$ cat config.mk
export PLATFORM = sky130hd
export DESIGN_NAME = atp_config_regs
export DESIGN_NICKNAME = d
export VERILOG_FILES = /design/src/core/atp_pkg.sv /design/src/core/atp_fuse_loader.sv /design/src/core/atp_pattern_chan.sv /design/src/core/atp_config_regs.sv
export SDC_FILE = /design/constraint.sdc
export NUM_CORES = 1
export LEC_CHECK = 0
export ABC_CLOCK_PERIOD_IN_PS = 6090
export BUFFER_PORTS_ARGS = -buffer_cell sky130_fd_sc_hd__buf_2
export CAP_MARGIN = 10
export CORE_MARGIN = 3
export CORE_UTILIZATION = 60
export CTS_CLUSTER_DIAMETER = 50
export DETAILED_ROUTE_END_ITERATION = 10
export PLACE_DENSITY = 0.84
export SKIP_CTS_REPAIR_TIMING = 1
export SYNTH_ARGS = -nofsm -noshare
export SYNTH_HDL_FRONTEND = slang
export SYNTH_SLANG_ARGS = --single-unit
$ cat constraint.sdc
create_clock -name clk -period 6.09 [get_ports clk]
set_input_delay 0.3045 -clock clk [delete_from_list [all_inputs] [get_ports clk]]
set_output_delay 0.3045 -clock clk [all_outputs]
set_load 0.02 [all_outputs]
$ cat src/core/atp_pkg.sv
// constants for the test pattern and clock configuration register slice
// Summary of operation
// a fuse load applies the bit mapping for the current interface
// host writes the load bit to one, then zero, to take effect
// load clears earlier configuration writes; program mode and load first
// constant mode outputs the 18-bit pattern value, top bit at the MSB
// host writes ramp increment 00001 for 18-bit, 00100 for 16-bit
// channel B select sits in bits 7 to 5, steers channel B only
// channel A select sits in bits 4 to 2, steers channel A only
// codes 000 normal, 010 ramp, 011 constant; other codes unused
// pattern inserted before the bit mapper, MSB aligned, in every format
// data clock input enable at bit 4, resets to one, powers buffer
// host also sets the companion data clock enable in another register
// host rewrites the data clock enable register after each mode change
// ramp advances by the increment each sample, wrapping at full width
package atp_pkg;
  localparam int unsigned ADDR_W = 8;
  localparam int unsigned REG_W  = 8;
  localparam int unsigned PAT_W  = 18;
  localparam int unsigned SEL_W  = 3;

  localparam logic [ADDR_W-1:0] FUSE_LOAD_OFS  = 8'h13;
  localparam logic [ADDR_W-1:0] PAT_LOW_OFS    = 8'h14;
  localparam logic [ADDR_W-1:0] PAT_MID_OFS    = 8'h15;
  localparam logic [ADDR_W-1:0] PAT_HIGH_OFS   = 8'h16;
  localparam logic [ADDR_W-1:0] DCLK_CTRL_OFS  = 8'h18;
  localparam logic [ADDR_W-1:0] FCLK_CTRL_OFS  = 8'h19;

  localparam int unsigned FUSE_LOAD_BIT  = 0;
  localparam int unsigned CHAN_B_SEL_LSB = 5;
  localparam int unsigned CHAN_A_SEL_LSB = 2;
  localparam int unsigned PAT_HIGH_W     = 2;
  localparam int unsigned DCLK_EN_BIT    = 4;
  localparam int unsigned FRAME_CLOCK_SOURCE_BIT   = 7;
  localparam int unsigned FRAME_CLOCK_DIVIDE_BIT   = 4;
  localparam int unsigned FRAME_CLOCK_OUTPUT_ENABLE_BIT    = 1;
  localparam int unsigned FCLK_TOG_BIT   = 0;

  localparam logic [PAT_W-1:0] PAT_RESET     = 18'h00000;
  localparam logic [SEL_W-1:0] SEL_RESET     = 3'h0;
  localparam logic             DCLK_EN_RESET = 1'h1;
  localparam logic             FRAME_CLOCK_SOURCE_RST  = 1'h0;
  localparam logic             FRAME_CLOCK_DIVIDE_RST  = 1'h0;
  localparam logic             FRAME_CLOCK_OUTPUT_ENABLE_RST   = 1'h1;
  localparam logic             FCLK_TOG_RST  = 1'h0;

  localparam logic [SEL_W-1:0] SEL_NORMAL   = 3'h0;
  localparam logic [SEL_W-1:0] SEL_RAMP     = 3'h2;
  localparam logic [SEL_W-1:0] SEL_CONSTANT = 3'h3;
endpackage : atp_pkg

$ cat src/core/atp_fuse_loader.sv
// detects the one-then-zero load sequence and latches the bit mapping
module atp_fuse_loader
  import atp_pkg::*;
#(
  parameter int unsigned IF_W = 2
) (
  input  wire logic            clk,
  input  wire logic            rst_b,
  input  wire logic            load_bit,
  input  wire logic [IF_W-1:0] iface_mode,
  output logic                 load_pulse,
  output logic [IF_W-1:0]      map_sel
);
  logic            load_bit_d_r;
  logic            load_pulse_r;
  logic [IF_W-1:0] map_sel_r;
  wire             load_fall = load_bit_d_r & ~load_bit;

  // falling edge completes load
  always_ff @(posedge clk or negedge rst_b) begin
    if (!rst_b) begin
      load_bit_d_r <= 1'b0;
      load_pulse_r <= 1'b0;
    end else begin
      load_bit_d_r <= load_bit;
      load_pulse_r <= load_fall;
    end
  end

  // mapping follows interface mode
  always_ff @(posedge clk or negedge rst_b) begin
    if (!rst_b) begin
      map_sel_r <= '0;
    end else if (load_fall) begin
      map_sel_r <= iface_mode;
    end
  end

  assign load_pulse = load_pulse_r;
  assign map_sel    = map_sel_r;

  property p_load_maps;
    @(posedge clk) disable iff (!rst_b)
      load_fall |=> (load_pulse && map_sel == $past(iface_mode));
  endproperty
  a_load_maps: assert property (p_load_maps)
    else $error("mapping not loaded on load sequence");

  property p_load_needs_seq;
    @(posedge clk) disable iff (!rst_b)
      load_pulse |-> ($past(load_bit, 2) && !$past(load_bit));
  endproperty
  a_load_needs_seq: assert property (p_load_needs_seq)
    else $error("load pulse without one-then-zero sequence");
endmodule : atp_fuse_loader

$ cat src/core/atp_pattern_chan.sv
// per-channel test pattern insertion ahead of the bit mapper
module atp_pattern_chan
  import atp_pkg::*;
#(
  parameter int unsigned DATA_W = PAT_W
) (
  input  wire logic              clk,
  input  wire logic              rst_b,
  input  wire logic [SEL_W-1:0]  pat_sel,
  input  wire logic [PAT_W-1:0]  pat_value,
  input  wire logic              sample_valid,
  input  wire logic [DATA_W-1:0] conv_data,
  output logic [DATA_W-1:0]      out_data
);
  logic [DATA_W-1:0] ramp_r;
  logic [DATA_W-1:0] out_r;
  logic [DATA_W-1:0] ramp_nxt;
  logic [DATA_W-1:0] out_nxt;
  logic [DATA_W-1:0] pat_aligned;
  wire               is_ramp  = (pat_sel == SEL_RAMP);
  wire               is_const = (pat_sel == SEL_CONSTANT);

  // pattern MSB at output MSB
  assign pat_aligned = (DATA_W >= PAT_W) ?
    DATA_W'({pat_value, {(DATA_W - PAT_W + 1){1'b0}}} >> 1) :
    DATA_W'(pat_value >> (PAT_W - DATA_W));
  // wraps modulo native width
  assign ramp_nxt = is_ramp ? DATA_W'(ramp_r + DATA_W'(pat_value)) : '0;
  // unused codes pass conversion data
  assign out_nxt = is_const ? pat_aligned :
                   is_ramp  ? ramp_r : conv_data;

  // inserted at native resolution
  always_ff @(posedge clk or negedge rst_b) begin
    if (!rst_b) begin
      ramp_r <= '0;
      out_r  <= '0;
    end else if (sample_valid) begin
      ramp_r <= ramp_nxt;
      out_r  <= out_nxt;
    end
  end

  assign out_data = out_r;

  property p_const_out;
    @(posedge clk) disable iff (!rst_b)
      (sample_valid && is_const) |=> (out_data == $past(pat_aligned));
  endproperty
  a_const_out: assert property (p_const_out)
    else $error("constant pattern not driven");

  property p_ramp_step;
    @(posedge clk) disable iff (!rst_b)
      (sample_valid && is_ramp) |=>
        (ramp_r == DATA_W'(out_data + DATA_W'($past(pat_value))));
  endproperty
  a_ramp_step: assert property (p_ramp_step)
    else $error("ramp did not advance by increment");

  property p_normal_pass;
    @(posedge clk) disable iff (!rst_b)
      (sample_valid && !is_ramp && !is_const) |=>
        (out_data == $past(conv_data));
  endproperty
  a_normal_pass: assert property (p_normal_pass)
    else $error("normal or unused code altered data");

  property p_hold_idle;
    @(posedge clk) disable iff (!rst_b)
      !sample_valid |=> $stable(out_data);
  endproperty
  a_hold_idle: assert property (p_hold_idle)
    else $error("output changed without a sample");
endmodule : atp_pattern_chan

$ cat src/core/atp_config_regs.sv
// register slice: fuse load, test patterns, data and frame clock control
module atp_config_regs
  import atp_pkg::*;
#(
  parameter int unsigned DATA_W = PAT_W,
  parameter int unsigned IF_W   = 2
) (
  input  wire logic              clk,
  input  wire logic              rst_b,
  input  wire logic [ADDR_W-1:0] reg_addr,
  input  wire logic [REG_W-1:0]  reg_wdata,
  input  wire logic              reg_wr,
  input  wire logic              reg_rd,
  output logic [REG_W-1:0]       reg_rdata,
  output logic                   reg_rvalid,
  input  wire logic [IF_W-1:0]   iface_mode,
  input  wire logic              sample_valid,
  input  wire logic [DATA_W-1:0] chan_a_conv,
  input  wire logic [DATA_W-1:0] chan_b_conv,
  output logic [DATA_W-1:0]      chan_a_data,
  output logic [DATA_W-1:0]      chan_b_data,
  output logic                   fuse_map_load,
  output logic [IF_W-1:0]        bit_map_sel,
  output logic                   data_clock_input_buf_en,
  output logic                   frame_clock_source,
  output logic                   frame_clock_divide,
  output logic                   frame_clock_output_enable,
  output logic                   frame_clock_stretch
);
  logic             fuse_load_r;
  logic [PAT_W-1:0] custom_pattern_value_r;
  logic [SEL_W-1:0] chan_a_pattern_select_r;
  logic [SEL_W-1:0] chan_b_pattern_select_r;
  logic             data_clock_input_enable_r;
  logic             frame_clock_source_r;
  logic             frame_clock_divide_r;
  logic             frame_clock_output_enable_r;
  logic             frame_clock_stretch_r;
  logic [REG_W-1:0] reg_rdata_r;
  logic             reg_rvalid_r;
  logic [REG_W-1:0] rdata_nxt;
  logic             load_pulse;

  wire wr_fuse = reg_wr && (reg_addr == FUSE_LOAD_OFS);
  wire wr_low  = reg_wr && (reg_addr == PAT_LOW_OFS);
  wire wr_mid  = reg_wr && (reg_addr == PAT_MID_OFS);
  wire wr_high = reg_wr && (reg_addr == PAT_HIGH_OFS);
  wire wr_dclk = reg_wr && (reg_addr == DCLK_CTRL_OFS);
  wire wr_fclk = reg_wr && (reg_addr == FCLK_CTRL_OFS);

  function automatic logic [REG_W-1:0] bit_at(input logic v,
                                              input int unsigned pos);
    bit_at = REG_W'(v) << pos;
  endfunction : bit_at

  wire [REG_W-1:0] high_rd =
    REG_W'({chan_b_pattern_select_r, chan_a_pattern_select_r,
            custom_pattern_value_r[PAT_W-1 -: PAT_HIGH_W]});
  wire [REG_W-1:0] fclk_rd =
    bit_at(frame_clock_source_r, FRAME_CLOCK_SOURCE_BIT) |
    bit_at(frame_clock_divide_r, FRAME_CLOCK_DIVIDE_BIT) |
    bit_at(frame_clock_output_enable_r, FRAME_CLOCK_OUTPUT_ENABLE_BIT) |
    bit_at(frame_clock_stretch_r, FCLK_TOG_BIT);

  // reserved bits read as zero; unmapped addresses read zero
  always_comb begin
    rdata_nxt = '0;
    unique case (reg_addr)
      FUSE_LOAD_OFS: rdata_nxt = bit_at(fuse_load_r, FUSE_LOAD_BIT);
      PAT_LOW_OFS:   rdata_nxt = custom_pattern_value_r[REG_W-1:0];
      PAT_MID_OFS:   rdata_nxt = custom_pattern_value_r[2*REG_W-1:REG_W];
      PAT_HIGH_OFS:  rdata_nxt = high_rd;
      DCLK_CTRL_OFS: rdata_nxt = bit_at(data_clock_input_enable_r,
                                        DCLK_EN_BIT);
      FCLK_CTRL_OFS: rdata_nxt = fclk_rd;
      default:       rdata_nxt = '0;
    endcase
  end

  always_ff @(posedge clk or negedge rst_b) begin
    if (!rst_b) begin
      reg_rdata_r  <= '0;
      reg_rvalid_r <= 1'b0;
    end else begin
      reg_rvalid_r <= reg_rd;
      if (reg_rd) begin
        reg_rdata_r <= rdata_nxt;
      end
    end
  end

  // load bit itself is kept so the host can write it back to zero
  always_ff @(posedge clk or negedge rst_b) begin
    if (!rst_b) begin
      fuse_load_r <= 1'b0;
    end else if (wr_fuse) begin
      fuse_load_r <= reg_wdata[FUSE_LOAD_BIT];
    end
  end

  atp_fuse_loader #(
    .IF_W       (IF_W)
  ) u_loader (
    .clk        (clk),
    .rst_b      (rst_b),
    .load_bit   (fuse_load_r),
    .iface_mode (iface_mode),
    .load_pulse (load_pulse),
    .map_sel    (bit_map_sel)
  );

  // load clears earlier writes
  always_ff @(posedge clk or negedge rst_b) begin
    if (!rst_b) begin
      custom_pattern_value_r  <= PAT_RESET;
      chan_a_pattern_select_r <= SEL_RESET;
      chan_b_pattern_select_r <= SEL_RESET;
    end else if (load_pulse) begin
      custom_pattern_value_r  <= PAT_RESET;
      chan_a_pattern_select_r <= SEL_RESET;
      chan_b_pattern_select_r <= SEL_RESET;
    end else begin
      if (wr_low) begin
        custom_pattern_value_r[REG_W-1:0] <= reg_wdata;
      end
      if (wr_mid) begin
        custom_pattern_value_r[2*REG_W-1:REG_W] <= reg_wdata;
      end
      // select field placement
      if (wr_high) begin
        custom_pattern_value_r[PAT_W-1 -: PAT_HIGH_W] <=
          reg_wdata[PAT_HIGH_W-1:0];
        chan_a_pattern_select_r <= reg_wdata[CHAN_A_SEL_LSB +: SEL_W];
        chan_b_pattern_select_r <= reg_wdata[CHAN_B_SEL_LSB +: SEL_W];
      end
    end
  end

  // buffer enable, resets to one
  always_ff @(posedge clk or negedge rst_b) begin
    if (!rst_b) begin
      data_clock_input_enable_r <= DCLK_EN_RESET;
    end else if (load_pulse) begin
      data_clock_input_enable_r <= DCLK_EN_RESET;
    end else if (wr_dclk) begin
      data_clock_input_enable_r <= reg_wdata[DCLK_EN_BIT];
    end
  end

  always_ff @(posedge clk or negedge rst_b) begin
    if (!rst_b) begin
      frame_clock_source_r        <= FRAME_CLOCK_SOURCE_RST;
      frame_clock_divide_r        <= FRAME_CLOCK_DIVIDE_RST;
      frame_clock_output_enable_r <= FRAME_CLOCK_OUTPUT_ENABLE_RST;
      frame_clock_stretch_r       <= FCLK_TOG_RST;
    end else if (load_pulse) begin
      frame_clock_source_r        <= FRAME_CLOCK_SOURCE_RST;
      frame_clock_divide_r        <= FRAME_CLOCK_DIVIDE_RST;
      frame_clock_output_enable_r <= FRAME_CLOCK_OUTPUT_ENABLE_RST;
      frame_clock_stretch_r       <= FCLK_TOG_RST;
    end else if (wr_fclk) begin
      frame_clock_source_r        <= reg_wdata[FRAME_CLOCK_SOURCE_BIT];
      frame_clock_divide_r        <= reg_wdata[FRAME_CLOCK_DIVIDE_BIT];
      frame_clock_output_enable_r <= reg_wdata[FRAME_CLOCK_OUTPUT_ENABLE_BIT];
      frame_clock_stretch_r       <= reg_wdata[FCLK_TOG_BIT];
    end
  end

  // channel A path
  atp_pattern_chan #(
    .DATA_W       (DATA_W)
  ) u_chan_a (
    .clk          (clk),
    .rst_b        (rst_b),
    .pat_sel      (chan_a_pattern_select_r),
    .pat_value    (custom_pattern_value_r),
    .sample_valid (sample_valid),
    .conv_data    (chan_a_conv),
    .out_data     (chan_a_data)
  );

  // channel B path
  atp_pattern_chan #(
    .DATA_W       (DATA_W)
  ) u_chan_b (
    .clk          (clk),
    .rst_b        (rst_b),
    .pat_sel      (chan_b_pattern_select_r),
    .pat_value    (custom_pattern_value_r),
    .sample_valid (sample_valid),
    .conv_data    (chan_b_conv),
    .out_data     (chan_b_data)
  );

  assign reg_rdata                 = reg_rdata_r;
  assign reg_rvalid                = reg_rvalid_r;
  assign fuse_map_load             = load_pulse;
  assign data_clock_input_buf_en   = data_clock_input_enable_r;
  assign frame_clock_source        = frame_clock_source_r;
  assign frame_clock_divide        = frame_clock_divide_r;
  assign frame_clock_output_enable = frame_clock_output_enable_r;
  assign frame_clock_stretch       = frame_clock_stretch_r;

  property p_load_clears;
    @(posedge clk) disable iff (!rst_b)
      load_pulse |=> (custom_pattern_value_r == PAT_RESET &&
                      chan_a_pattern_select_r == SEL_RESET &&
                      chan_b_pattern_select_r == SEL_RESET &&
                      data_clock_input_buf_en == DCLK_EN_RESET &&
                      frame_clock_output_enable == FRAME_CLOCK_OUTPUT_ENABLE_RST);
  endproperty
  a_load_clears: assert property (p_load_clears)
    else $error("load did not clear configuration");

  property p_sel_b_field;
    @(posedge clk) disable iff (!rst_b)
      (wr_high && !load_pulse) |=> (chan_b_pattern_select_r ==
        $past(reg_wdata[CHAN_B_SEL_LSB +: SEL_W]));
  endproperty
  a_sel_b_field: assert property (p_sel_b_field)
    else $error("channel B select field misplaced");

  property p_sel_a_field;
    @(posedge clk) disable iff (!rst_b)
      (wr_high && !load_pulse) |=> (chan_a_pattern_select_r ==
        $past(reg_wdata[CHAN_A_SEL_LSB +: SEL_W]));
  endproperty
  a_sel_a_field: assert property (p_sel_a_field)
    else $error("channel A select field misplaced");

  property p_dclk_en;
    @(posedge clk) disable iff (!rst_b)
      ((wr_dclk && !load_pulse) |=>
        (data_clock_input_buf_en == $past(reg_wdata[DCLK_EN_BIT]))) and
      ((reg_rd && reg_addr == DCLK_CTRL_OFS) |=>
        (reg_rdata[DCLK_EN_BIT] == $past(data_clock_input_buf_en)));
  endproperty
  a_dclk_en: assert property (p_dclk_en)
    else $error("data clock enable not taken from bit 4");

  property p_pat_low;
    @(posedge clk) disable iff (!rst_b)
      (wr_low && !load_pulse) |=>
        (custom_pattern_value_r[REG_W-1:0] == $past(reg_wdata));
  endproperty
  a_pat_low: assert property (p_pat_low)
    else $error("pattern low byte not stored");

  property p_pat_mid;
    @(posedge clk) disable iff (!rst_b)
      (wr_mid && !load_pulse) |=>
        (custom_pattern_value_r[2*REG_W-1:REG_W] == $past(reg_wdata));
  endproperty
  a_pat_mid: assert property (p_pat_mid)
    else $error("pattern middle byte not stored");

  // the load bit survives its own load so the host sees what it wrote
  property p_fuse_kept;
    @(posedge clk) disable iff (!rst_b)
      (load_pulse && !wr_fuse) |=> (fuse_load_r == $past(fuse_load_r));
  endproperty
  a_fuse_kept: assert property (p_fuse_kept)
    else $error("load bit disturbed by the load");

  property p_sel_read;
    @(posedge clk) disable iff (!rst_b)
      (reg_rd && reg_addr == PAT_HIGH_OFS) |=>
        (reg_rdata[CHAN_B_SEL_LSB +: SEL_W] ==
           $past(chan_b_pattern_select_r) &&
         reg_rdata[CHAN_A_SEL_LSB +: SEL_W] ==
           $past(chan_a_pattern_select_r));
  endproperty
  a_sel_read: assert property (p_sel_read)
    else $error("select fields read back from wrong bits");
endmodule : atp_config_regs

# After elaboration in Yosys (flattened, before gate mapping)
# Cells that the tools add are included.
# op_classes
n_addsub	2
eq_ne	10
n_mux	25
bitwise	5
reduce_logical	11
# ops
cell	count
18-bit two-way mux	7
8-bit by 5-bit equality test with 1-bit output (second input constant)	6
8-bit one-hot mux with 6 select lines	1
18-bit adder	2
8-bit two-way mux	2
3-bit by 2-bit equality test with 1-bit output (second input constant)	4
3-bit two-way mux	4
1-bit two-way mux	10
2-bit nonzero test	5
8-bit by 1-bit OR with 8-bit output	1
8-bit by 2-bit OR with 8-bit output	1
8-bit by 5-bit OR with 8-bit output	1
1-bit logical AND	6
2-bit two-way mux	1
1-bit AND	1
1-bit NOT	1
# word_totals
reg_bits	115
inputBits	59
out_inout_bits	53
word_cells	73

# Depth between registers and ports, before layout
# logic_depth
word_depth	4
depth_mapped	11
depth_no_buf	11

# Modules after synthesis
# A second synthesis with hierarchy kept.
# unflattened
cells_unflattened	721
area_unflattened_um2	7075.5
# by_module_without_submodules
module	instances	cells_per_inst	area_each_um2	seq_area_each_um2
atp_pattern_chan (u_chan_a)	1	270	2542.4	900.9
atp_pattern_chan (u_chan_b)	1	269	2498.6	900.9
atp_config_regs	1	175	1890.6	978.4
atp_fuse_loader	1	7	143.9	100.1

# Worst setup path after synthesis
# No wires, ideal clock.
# synth_timing
path_type	register to register
from	register custom_pattern_value_r[0]
to	register u_chan_b.ramp_r[16]
setup_ps	122
arrival_ps	2420
required_ps	5968
path_slack_ps	3548
path_stages_with_launch	12
path_buffers	0
synth_period_minus_slack_ps	2542
path_cell_list	dfrtp_1 -> ha_1 -> inv_1 -> fa_1 -> nand2b_1 -> a21oi_1 -> o31a_1 -> o21ai_2 -> a31oi_1 -> o211ai_1 -> a21o_1 -> a32o_1
# synth_via
elab_chain_cells	2
# synth_lines
item	line_no	rtl
start: declaration	atp_config_regs.sv:31	logic [PAT_W-1:0] custom_pattern_value_r;
start signal: indexed assignment	atp_config_regs.sv:124	custom_pattern_value_r[REG_W-1:0] <= reg_wdata;
start signal: indexed assignment	atp_config_regs.sv:127	custom_pattern_value_r[2*REG_W-1:REG_W] <= reg_wdata;
start signal: indexed assignment	atp_config_regs.sv:131	custom_pattern_value_r[PAT_W-1 -: PAT_HIGH_W] <=
18-bit adder	atp_pattern_chan.sv:28	assign ramp_nxt = is_ramp ? DATA_W'(ramp_r + DATA_W'(pat_value)) : '0;
18-bit two-way mux	atp_pattern_chan.sv:28	
end signal: assignment	atp_pattern_chan.sv:39	ramp_r <= ramp_nxt;
end: declaration	atp_pattern_chan.sv:15	logic [DATA_W-1:0] ramp_r;
# Every way passes these cells.
# A chain may end at the register's enable or synchronous reset.

# Worst setup path in the final report
# Same ends and word-level chain as after synthesis.

==> impl_metrics.csv <==
group,metric,value,unit
yosys,synth_nets,798,
drt,ant_nets,0,
worst_setup_path,rr_worst_depth,11,
worst_hold_path,min_path_cells,1,
floorplan,io_pins,112,
floorplan,initial_utilization,0.6266,
global_routing,grt_pass1_wl,30010,µm
timing,setup_tns,0,ns
finish,synthToLayoutAreaGrowth,18.52,%
placed_design,dp.cells,925,
cts,cts_made_buffers,17,
power_and_ir_drop,irDropWorstVdd,0.2425,mV
worst_setup_path,crit_path_start_kind,"flip-flop",
yosys,yosysUniqueCellTypes,60,
cts,htree_levels,4,
worst_setup_path,reg2reg_to,"u_chan_b.ramp_r[16]",
finish,fin_area,8192,µm²
finish,drive_gt1_frac,0.2396,
cts,cts.clk_slew.worst_paths,0.05,ns
yosys,synth.top_cell.area_share,0.4091,
yosys,synth_cells,703,
placed_design,place_area,7550,µm²
global_routing,grt_pass1_vias,5907,
finish,layout.nets,900,
drt,drt_wl_total,18270,µm
timing,tightest_slew,1.045,ns
timing,maxSlewHeadroom,0.3036,
placed_design,portBuffers,111,
floorplan,core,11030,µm²
worst_hold_path,hold_class,"input pin to flip-flop",
yosys,yosysTopAreaCell,"dfrtp_1",
power_and_ir_drop,cellLeakagePower,0.003919,µW
yosys,yosysMostFrequentCell,"dfrtp_1",
yosys,synth_seq_cells,115,
yosys,syn_avg_cell_area,9.832,µm²
finish,n_antenna_cell,0,
global_routing,antenna_found_initial,0,
timing,clock_skew,0.005952,ns
placed_design,dp_hpwl,12390,µm
timing,final-hold-violation-count,0,
floorplan,die_w,113.3,µm
worst_setup_path,r2r-start,"custom_pattern_value_r[0]",
cts,clk_latency,0.42,ns
timing,fmax,349.4,MHz
worst_hold_path,whs_endpoint,"reg_rvalid",
yosys,synth_top_cells_by_area,"dfrtp_1 41%, mux2i_1 9.4%, ha_1 6.2%, mux2_2 5.5%, o21ai_0 4.1%",
drt,drt_iter0_drc,527,
timing,period_share,0.4700,
cts,root_buffer,"clkbuf_16",
timing,slew_violations,0,
cts,clock_sinks,115,
global_routing,gr-usage-all-layers,0.2968,
worst_setup_path,regToRegSetupSlack,3.23,ns
worst_setup_path,end_kind,"flip-flop",
floorplan,core.rowCount,38,
timing,rsz0062_at_grt,"false",
worst_setup_path,worstPathMaxFanout,6,
run,drv_cap,0,
drt,vias,5933,
worst_setup_path,worstSetupPathType,"flip-flop to flip-flop",
drt,drc,0,
worst_setup_path,critPathRequiredTime,6.40,ns
power_and_ir_drop,p_per_area,266.6,nW/µm²
drt,viasPerCell,6.193,
yosys,synthesis.area,6912,µm²
drt,first_pass_iters,5,
finish,final_core_util,0.7426,
worst_setup_path,critPathArrivalTime,3.17,ns
worst_hold_path,min-delay-start,"reg_rd",
timing,setup_viol,0,
global_routing,overflow,0,
drt,routedWlPerCell,19.07,µm
yosys,synth_edf_count,0,
floorplan,dieArea,12840,µm²
timing,post-route-min-period,2.862,ns
floorplan,dieHeight,113.3,µm
outcome,status,"completed",
placed_design,gp_congestion,0.8988,
global_routing,grt_max_degree,83,
finish,fin_cells,958,
yosys,synth_ff_type,"dfrtp_1",
yosys,synth-async-reset-ratio,1.000,
cts,cts_tree,"yes",
yosys,yosys_warnings,0,
cts,cts_buffer_depth,2,
yosys,yosysSeqAreaShare,0.4167,
yosys,synth.cells.most_frequent,"113 x dfrtp_1, 65 x mux2i_1, 56 x o21ai_0",
[per-layer routing]
metal | GRT usage | vias to the layer above | share of wire
li1 | - | 2770 | -
met1 | 0.3879 | 2847 | 0.42
met2 | 0.4779 | 263 | 0.47
met3 | 0.05989 | 53 | 0.071
met4 | 0.1362 | 0 | 0.036
met5 | 0 | - | 0
[placed cells by master (no fill, tap or decap), types with 5 or more instances in the layout]
cell type / synthesis / routed
nor2b_1: 5 / 5
or3_1: 9 / 9
nor3_1: 13 / 13
nor2_1: 55 / 55
mux2i_1: 65 / 65
mux2_2: 34 / 34
a21o_1: 10 / 10
bufinv_16: 0 / 5
nand2b_1: 7 / 7
nand3_1: 10 / 10
clkinv_2: 0 / 7
clkbuf_16: 0 / 17
o21ai_1: 5 / 5
o21a_1: 7 / 7
o211ai_1: 5 / 5
inv_1: 29 / 29
nand3b_1: 8 / 8
xnor2_1: 16 / 16
a21oi_1: 35 / 35
nand2_1: 53 / 53
buf_4: 1 / 9
o21ai_0: 56 / 56
a32o_1: 6 / 6
a211oi_1: 5 / 5
buf_2: 3 / 110
dfrtp_1: 113 / 113
o22ai_1: 16 / 16
ha_1: 34 / 34
a22o_1: 21 / 21
[through the flow]
stage          hold slack (ns)  power, µW  setup WS, ns
2_1_floorplan         0.008909       1006         3.548
3_3_place_gp            0.2842       1103         3.385
3_5_place_dp            0.2926       1114         3.261
4_1_cts                -0.1498       2189         3.261
5_1_grt                 0.1128       2247         3.031
6_report                0.1153       2184         3.228
[power breakdown]
part / switching, µW / total (µW) / internal, µW
logic: 153 / 252 / 99.2
registers: 39.4 / 851 / 812
clock network: 350 / 1080 / 730
[state kept, by name (all words and copies together) (netlist names), 2 cells and up]
signal	flops
chan_a_pattern_select_r	3
chan_b_pattern_select_r	3
reg_rdata	8
u_chan_a.ramp_r	18
u_chan_b.out_data	18
u_loader.map_sel	2
u_chan_b.ramp_r	18
custom_pattern_value_r	18
u_chan_a.out_data	18
[how the worst max path moves through the flow]
| stage | start | to |
|---|---|---|
| after floorplan | custom_pattern_value_r[0] | u_chan_b.ramp_r[16] |
| after global placement | custom_pattern_value_r[0] | u_chan_b.ramp_r[16] |
| after detailed placement | custom_pattern_value_r[0] | u_chan_b.ramp_r[16] |
| after CTS | custom_pattern_value_r[0] | u_chan_b.ramp_r[16] |
| after global routing | custom_pattern_value_r[0] | u_chan_b.ramp_r[16] |
| final | custom_pattern_value_r[0] | u_chan_b.ramp_r[16] |
[cell type report]
class	instances	area, µm²
repair buffers	120	628.1
well taps	140	175.2
fillers	779	2839
clock inverters	12	185.2
multi-input cells	521	3764
clock buffers	20	446.7
inverters	30	112.6
flip-flops and latches	115	2880
[cell families after synthesis]
kind of cell             synth area share
AO/OA/AOI/OAI                      0.1809
AND/OR/NAND/NOR                    0.1215
flip-flops                         0.4167
multiplexers                       0.1495
buffers and inverters             0.03874
adder cells (fa/ha/maj)           0.06734
XOR/XNOR                          0.02534
[worst max-delay path: stages, from the launching register on]
cell,delay [ns]
dfrtp_1,0.44
ha_1,0.24
inv_1,0.08
fa_1,0.42
nand2b_1,0.20
a21oi_1,0.21
o31a_1,0.22
o21ai_2,0.08
a31oi_1,0.24
o211ai_1,0.17
a21o_1,0.21
a32o_1,0.24
Note: power is estimated with default switching activity, not from simulation.
